## src/core/emas_pkg.sv

```systemverilog
// Package: constants and types for the address and strap pin block
package emas_pkg;
	localparam int EMAS_AW         = 16;
	localparam int EMAS_STRAP_W    = 3;
	localparam int EMAS_SRC_BIT    = 2;
	localparam int EMAS_FREQ_HI    = 1;
	localparam int EMAS_FREQ_LO    = 0;
	localparam int EMAS_REG_AW     = 2;
	localparam int EMAS_REG_DW     = 8;
	// Register indexes
	localparam logic [1:0] EMAS_REG_CTRL   = 2'h0;
	localparam logic [1:0] EMAS_REG_STATUS = 2'h1;
	localparam logic [1:0] EMAS_REG_PINS   = 2'h2;
	// Control register fields
	localparam int EMAS_CTRL_IDLE  = 0;
	localparam int EMAS_CTRL_SLEEP = 1;
	localparam logic [7:0] EMAS_CTRL_RST = 8'h00;
	// Strap decode
	localparam logic       EMAS_SRC_XTAL  = 1'h0;
	localparam logic       EMAS_SRC_EXT   = 1'h1;
	localparam logic [1:0] EMAS_FREQ_24   = 2'h0;
	localparam logic [1:0] EMAS_FREQ_48   = 2'h3;
	localparam logic [2:0] EMAS_STRAP_RST = 3'h0;

	typedef enum logic [1:0] {
		EMAS_CLK_XTAL24,
		EMAS_CLK_EXT24,
		EMAS_CLK_EXT48,
		EMAS_CLK_BAD
	} emas_clk_mode_e;

	typedef logic [EMAS_AW-1:0] emas_addr_t;
endpackage

```

## src/core/emas_strap_if.sv

```systemverilog
// Interface: strap capture signals between top and latch module
`timescale 1ns/1ns
interface emas_strap_if;
	logic       in_reset;
	logic [2:0] pin_sync;
	logic [2:0] strap;
	logic       captured;
	modport top   (output in_reset, output pin_sync,
	               input strap, input captured);
	modport latch (input in_reset, input pin_sync,
	               output strap, output captured);
endinterface

```

## src/core/emas_strap_latch.sv

```systemverilog
// Strap latch: holds the three straps sampled at reset release
`timescale 1ns/1ns
module emas_strap_latch
	import emas_pkg::*;
(
	// Clock and reset
	input  wire logic   i_clk,
	input  wire logic   i_rst,
	// Strap signals
	emas_strap_if.latch sif
);
	import emas_pkg::*;

	typedef struct packed {
		logic [2:0] strap;
		logic       captured;
	} emas_latch_s;

	emas_latch_s st_q;
	emas_latch_s st_d;

	always_comb begin
		st_d = st_q;
		if (sif.in_reset) begin
			st_d.strap    = sif.pin_sync;
			st_d.captured = 1'b0;
		end else begin
			st_d.captured = 1'b1;
		end
	end

	always_ff @(posedge i_clk) begin
		if (i_rst) begin
			st_q <= '{strap: EMAS_STRAP_RST, captured: 1'b0};
		end else begin
			st_q <= st_d;
		end
	end

	assign sif.strap    = st_q.strap;
	assign sif.captured = st_q.captured;
endmodule // emas_strap_latch

```

## src/core/emas_addr_pins.sv

```systemverilog
// Top: external memory address pins with reset-time clock straps
`timescale 1ns/1ns
module emas_addr_pins
	import emas_pkg::*;
(
	// Clock and chip reset
	input  wire logic                    I_CLK,
	input  wire logic                    I_RST,
	input  wire logic                    I_CHIP_RESET_N,
	// Address from the core and external interrupt two
	input  wire emas_pkg::emas_addr_t    I_CORE_ADDR,
	input  wire logic                    I_EXT_INTERRUPT_TWO,
	// Register port
	input  wire logic [1:0]              I_REG_ADDR,
	input  wire logic [7:0]              I_REG_WDATA,
	input  wire logic                    I_REG_WR,
	input  wire logic                    I_REG_RD,
	output logic [7:0]                   O_REG_RDATA,
	// Address pins
	input  wire logic [2:0]              I_EXT_MEM_ADDR,
	output emas_pkg::emas_addr_t         O_EXT_MEM_ADDR,
	output logic [2:0]                   O_EXT_MEM_ADDR_OE,
	output logic [2:0]                   O_PULL_DOWN_EN,
	// Latched clock configuration
	output logic                         O_CLOCK_SOURCE_STRAP,
	output logic [1:0]                   O_FREQ_STRAP,
	output emas_pkg::emas_clk_mode_e     O_CLK_MODE
);
	import emas_pkg::*;

	////////////////////////////////////////////////////////////////////////
	// How it works
	// - Address bits 15 to 3 are always driven from the core address.
	// - In reset bit 2 is the clock-source strap input with pull-down on.
	// - At reset release bit 2 is latched, pull-down off, address resumes.
	// - Source strap 0 means 24MHz crystal, 1 means external clock.
	// - With source strap 1, bit 2 floats when idle, sleep, no int two.
	// - With source strap 0, bit 2 is always driven outside reset.
	// - In reset bits 1 and 0 are frequency straps with pull-downs on.
	// - At reset release bits 1 and 0 are latched, pull-downs off.
	// - With source strap 1, frequency straps 00 give 24MHz, 11 give 48MHz, others reserved.
	// - A bit 1 or 0 latched high floats when idle, sleep, no int two.
	// - A bit 1 or 0 latched low is always driven outside reset.
	////////////////////////////////////////////////////////////////////////

	typedef struct packed {
		logic [1:0]     rst_sync;
		logic [2:0]     pin_meta;
		logic [2:0]     pin_sync;
		logic [7:0]     ctrl;
		logic [7:0]     rdata;
		emas_addr_t     addr;
		logic [2:0]     oe;
		logic [2:0]     pd;
		logic           src;
		logic [1:0]     freq;
		emas_clk_mode_e mode;
	} emas_top_s;

	emas_top_s st_q;
	emas_top_s st_d;

	emas_strap_if sif ();

	logic in_reset;
	logic quiet;

	assign in_reset     = !st_q.rst_sync[1];
	assign sif.in_reset = in_reset;
	assign sif.pin_sync = st_q.pin_sync;

	emas_strap_latch u_latch (
		.i_clk (I_CLK),
		.i_rst (I_RST),
		.sif   (sif)
	);

	////////////////////////////////////////////////////////////////////////
	// Next state

	always_comb begin
		st_d          = st_q;
		quiet         = st_q.ctrl[EMAS_CTRL_IDLE] && !I_EXT_INTERRUPT_TWO
		                && st_q.ctrl[EMAS_CTRL_SLEEP];
		st_d.rst_sync = {st_q.rst_sync[0], I_CHIP_RESET_N};
		st_d.pin_meta = I_EXT_MEM_ADDR;
		st_d.pin_sync = st_q.pin_meta;
		// Register port
		if (I_REG_WR && I_REG_ADDR == EMAS_REG_CTRL) begin
			st_d.ctrl = I_REG_WDATA;
		end
		if (I_REG_RD) begin
			case (I_REG_ADDR)
			EMAS_REG_CTRL: begin
				st_d.rdata = st_q.ctrl;
			end
			EMAS_REG_STATUS: begin
				st_d.rdata = {3'h0, st_q.mode, sif.strap};
			end
			EMAS_REG_PINS: begin
				st_d.rdata = {2'h0, st_q.pd, st_q.oe};
			end
			default: begin
				st_d.rdata = 8'h00;
			end
			endcase
		end else begin
			st_d.rdata = 8'h00;
		end
		st_d.addr = I_CORE_ADDR;
		if (in_reset) begin
			st_d.oe = 3'h0;
			st_d.pd = 3'h7;
		end else begin
			st_d.pd = 3'h0;
			for (int b = 0; b < EMAS_STRAP_W; b++) begin
				st_d.oe[b] = !(sif.strap[b] && quiet);
			end
		end
		st_d.src  = sif.strap[EMAS_SRC_BIT];
		st_d.freq = sif.strap[EMAS_FREQ_HI:EMAS_FREQ_LO];
		if (sif.strap[EMAS_SRC_BIT] == EMAS_SRC_XTAL) begin
			st_d.mode = EMAS_CLK_XTAL24;
		end else begin
			case (sif.strap[EMAS_FREQ_HI:EMAS_FREQ_LO])
			EMAS_FREQ_24: begin
				st_d.mode = EMAS_CLK_EXT24;
			end
			EMAS_FREQ_48: begin
				st_d.mode = EMAS_CLK_EXT48;
			end
			default: begin
				st_d.mode = EMAS_CLK_BAD;
			end
			endcase
		end
	end

	////////////////////////////////////////////////////////////////////////
	// Registers

	always_ff @(posedge I_CLK) begin
		if (I_RST) begin
			st_q <= '{rst_sync: 2'h0,
			          pin_meta: 3'h0,
			          pin_sync: 3'h0,
			          ctrl:     EMAS_CTRL_RST,
			          rdata:    8'h00,
			          addr:     '0,
			          oe:       3'h0,
			          pd:       3'h7,
			          src:      1'b0,
			          freq:     2'h0,
			          mode:     EMAS_CLK_XTAL24};
		end else begin
			st_q <= st_d;
		end
	end

	assign O_REG_RDATA          = st_q.rdata;
	assign O_EXT_MEM_ADDR       = st_q.addr;
	assign O_EXT_MEM_ADDR_OE    = st_q.oe;
	assign O_PULL_DOWN_EN       = st_q.pd;
	assign O_CLOCK_SOURCE_STRAP = st_q.src;
	assign O_FREQ_STRAP         = st_q.freq;
	assign O_CLK_MODE           = st_q.mode;

	for (genvar g = 0; g < EMAS_STRAP_W; g++) begin : g_pin_chk

	end
endmodule // emas_addr_pins

```

## config.mk

```make
export PLATFORM = sky130hd
export DESIGN_NAME = emas_addr_pins
export DESIGN_NICKNAME = d
export VERILOG_FILES = /design/src/core/emas_pkg.sv /design/src/core/emas_strap_if.sv /design/src/core/emas_strap_latch.sv /design/src/core/emas_addr_pins.sv
export SDC_FILE = /design/constraint.sdc
export NUM_CORES = 1
export LEC_CHECK = 0
export ABC_CLOCK_PERIOD_IN_PS = 1200
export BUFFER_PORTS_ARGS = -buffer_cell sky130_fd_sc_hd__buf_2
export CAP_MARGIN = 20
export CORE_MARGIN = 3
export CORE_UTILIZATION = 43
export DETAILED_ROUTE_END_ITERATION = 8
export PLACE_DENSITY = 0.74
export SETUP_SLACK_MARGIN = 0.3
export SLEW_MARGIN = 25
export SYNTH_ARGS = -nofsm -noshare
export SYNTH_HDL_FRONTEND = slang
export SYNTH_SLANG_ARGS = --single-unit
```

## constraint.sdc

```tcl
create_clock -name I_CLK -period 1.2 [get_ports I_CLK]
set_input_delay 0.24 -clock I_CLK [delete_from_list [all_inputs] [get_ports I_CLK]]
set_output_delay 0.24 -clock I_CLK [all_outputs]
set_load 0.01 [all_outputs]
```

==> metrics.csv <==
metric,value,unit
synth_compound_area_share,6.29,%
setup_tns,0,ps
worstReg2RegStart,O_PULL_DOWN_EN[1]$_SDFF_PP1_,
setup-violations-final,0,
synth_top_area_share,54.5,%
rrSetupSlack,140,ps
cts_buffer_depth,2,
muxShareOfSynthArea,3.15,%
numPortBuffers,69,
final_core_util,56.7,%
syn2layout_area_growth,23.1,%
cts_buffers,5,
cts_tree,yes,
rr_worst_depth,3,
crit_type,flip-flop to primary output,
grt_overflow,0,
dpl.cell_count,270,
status,finished clean,
dieHeight,72.6,um
cp-start-kind,flip-flop,
finalNetCount,263,
critPathRequiredTime,960,ps
post_drt_wl_per_cell,11.6,um
synth.most_common_cell,dfxtp_1,
synth_fa_ha_area_share,0,%
synthTopCellsByCount,"dfxtp_1 (52), buf_4 (34), nor2b_1 (28)",
grt_pass1_vias,1193,
avgSynthCellArea,10.2,um2
postRouteAntennaNets,0,
worst_pin_slew,361,ps
timing.hold.ws,132,ps
pre_cts_slack,35.2,ps
min_path_type,input pin to flip-flop,
powerDensity,1410,nW/um2
seq_area_frac_synth,54.5,%
power_leakage,0.00105,uW
drive_above_1_share,50.2,%
arrival,880,ps
antennaDiodeCount,0,
met1_usage,14.6,%
grt.met2_usage,21.9,%
worstHoldPathCells,2,
ys_types,23,
nFillCells,370,
max_cap_viol_count,0,
fp.coreArea,4140,um2
path_clk_slew,100,ps
ys_dominant_reg_cell,dfxtp_1,
worstReg2RegEnd,O_REG_RDATA[3]$_SDFF_PP0_,
dr_total_vias,1261,
rows,23,
async_reset_ff_share,0,%
slew_viol_final,0,
initial_core_util,46.1,%
synth_simple_gate_area_share,19.5,%
min-delay-start,I_CORE_ADDR[13],
period_share,93.0,%
relSlewSlack,75.9,%
drt_first_pass_iters,4,
synth_nets,222,
globalRouteMet3Util,5.37,%
final_cells,279,
peakVddDrop,0.828,mV
netlist_area,1910,um2
synth_edf_count,0,
rsz0062_at_grt,yes,
antenna_found_initial,0,
gp_congestion,0.772,
pin_count,70,
ys_warn_count,0,
die_x,72.6,um
drt-initial-drc-count,32,
clock-root-buffer,clkbuf_8,
clkLatencyLatePin,300,ps
cts.sinks,52,
track_usage,13.1,%
drc,0,
die_area,5280,um2
hpwl,2.33,mm
fmax,896,MHz
hold_viol,0,
synth_top_family_by_area,simple AND/OR/NAND/NOR gates,
synthTopCellsByArea,"dfxtp_1 (55%), buf_4 (13%), nor2b_1 (9.2%), nand2_1 (3.3%), a21oi_1 (3.1%)",
synth_largest_area_cell,dfxtp_1,
htree_num_levels,2,
wl,3.24,mm
setup_ws,83.8,ps
synth-seq-cells,52,
grt_max_degree,40,
grt_busiest_layer,met2,
worstSetupEndpointType,primary output,
fin_worst_skew,8.45,ps
synthCells,187,
synth-xor-area-share,0,%
vias_per_cell,4.52,
period_needed,1120,ps
path_max_fanout,4,
whs_endpoint,O_EXT_MEM_ADDR[13]$_SDFF_PP0_,
ctsHoldBuffers,0,
grt_pass1_wl,5.28,mm
## area by class of cell
| type | count | area [um2] | share of cell area (%) |
|---|---|---|---|
| repair buffers | 77 | 503 | 21.4 |
| inverters | 2 | 7.51 | 0.319 |
| flip-flops and latches | 52 | 1060 | 45.3 |
| clock inverters | 3 | 46.3 | 1.97 |
| well taps | 50 | 62.6 | 2.66 |
| multi-input cells | 90 | 598 | 25.5 |
| clock buffers | 5 | 68.8 | 2.93 |
## cells by family after synthesis
group                  after synthesis
AOI/OAI and AO/OA                   20
buffers and inverters               45
DFF                                 52
muxes                                6
and+or+nand+nor                     64
## per-stage QoR
stage	total power, uW	instance area (um2)
6_report	3310	2350
3_3_place_gp	2100	2080
5_1_grt	3440	2350
4_1_cts	3340	2280
3_5_place_dp	2110	2080
2_1_floorplan	2050	1940
## power breakdown
group | internal (uW) | switching [uW] | total, uW
logic | 153 | 126 | 279
registers | 1790 | 26.9 | 1820
clock network | 628 | 580 | 1210
## registers in the layout, summed over array words and instances (netlist names)
name                  cells
O_CLK_MODE                2
O_CLOCK_SOURCE_STRAP      1
O_EXT_MEM_ADDR           16
O_EXT_MEM_ADDR_OE         3
O_FREQ_STRAP              2
O_PULL_DOWN_EN            1
O_REG_RDATA               8
sif.pin_sync              3
st_d                      4
st_q                      9
u_latch.sif.strap         3
## critical path: stages (launching register included)
cell and delay (ps):
dfxtp_2 340, buf_6 120, buf_6 110
## worst max path at each step
| stage | from | endpoint | slack (ps) | depth (start not counted) |
|---|---|---|---|---|
| 2_1_floorplan | I_RST | O_REG_RDATA[3]$_SDFF_PP0_ | 90 | 4 |
| 3_3_place_gp | I_RST | O_REG_RDATA[4]$_SDFF_PP0_ | 70 | 4 |
| 3_5_place_dp | I_RST | O_REG_RDATA[4]$_SDFF_PP0_ | 40 | 4 |
| 4_1_cts | O_PULL_DOWN_EN[1]$_SDFF_PP1_ | O_PULL_DOWN_EN[0] | 70 | 2 |
| 5_1_grt | O_PULL_DOWN_EN[1]$_SDFF_PP1_ | O_PULL_DOWN_EN[1] | 60 | 2 |
| 6_report | O_PULL_DOWN_EN[1]$_SDFF_PP1_ | O_PULL_DOWN_EN[1] | 80 | 2 |
## cells in the final DEF, fill, tap and decap left out, types with 4 or more instances in the layout
master | synthesis | final
a211oi_2 | 0 | 4
a21oi_1 | 12 | 12
buf_2 | 3 | 54
buf_4 | 34 | 7
buf_6 | 2 | 16
clkbuf_8 | 0 | 5
dfxtp_1 | 52 | 34
dfxtp_2 | 0 | 18
mux2i_1 | 6 | 6
nand2_1 | 17 | 17
nand2b_1 | 5 | 5
nor2_1 | 6 | 6
nor2b_1 | 28 | 26
## layer usage
layer  routed length (um)  share of wire [%]  vias up
li1                     -                  -      647
met4                   59                1.8        0
met1                 1310                 40      559
met3                  298                9.2        4
met2                 1580                 49       51
met5                    0                  0        -
## timing repair
action                     4_1_cts  5_1_grt
pin swaps                        1        1
setup buffers                    0        1
setup endpoints to repair       37       41
gates cloned                     0        0
gates resized for setup         19       21
Power figures use the tool's default switching activity.
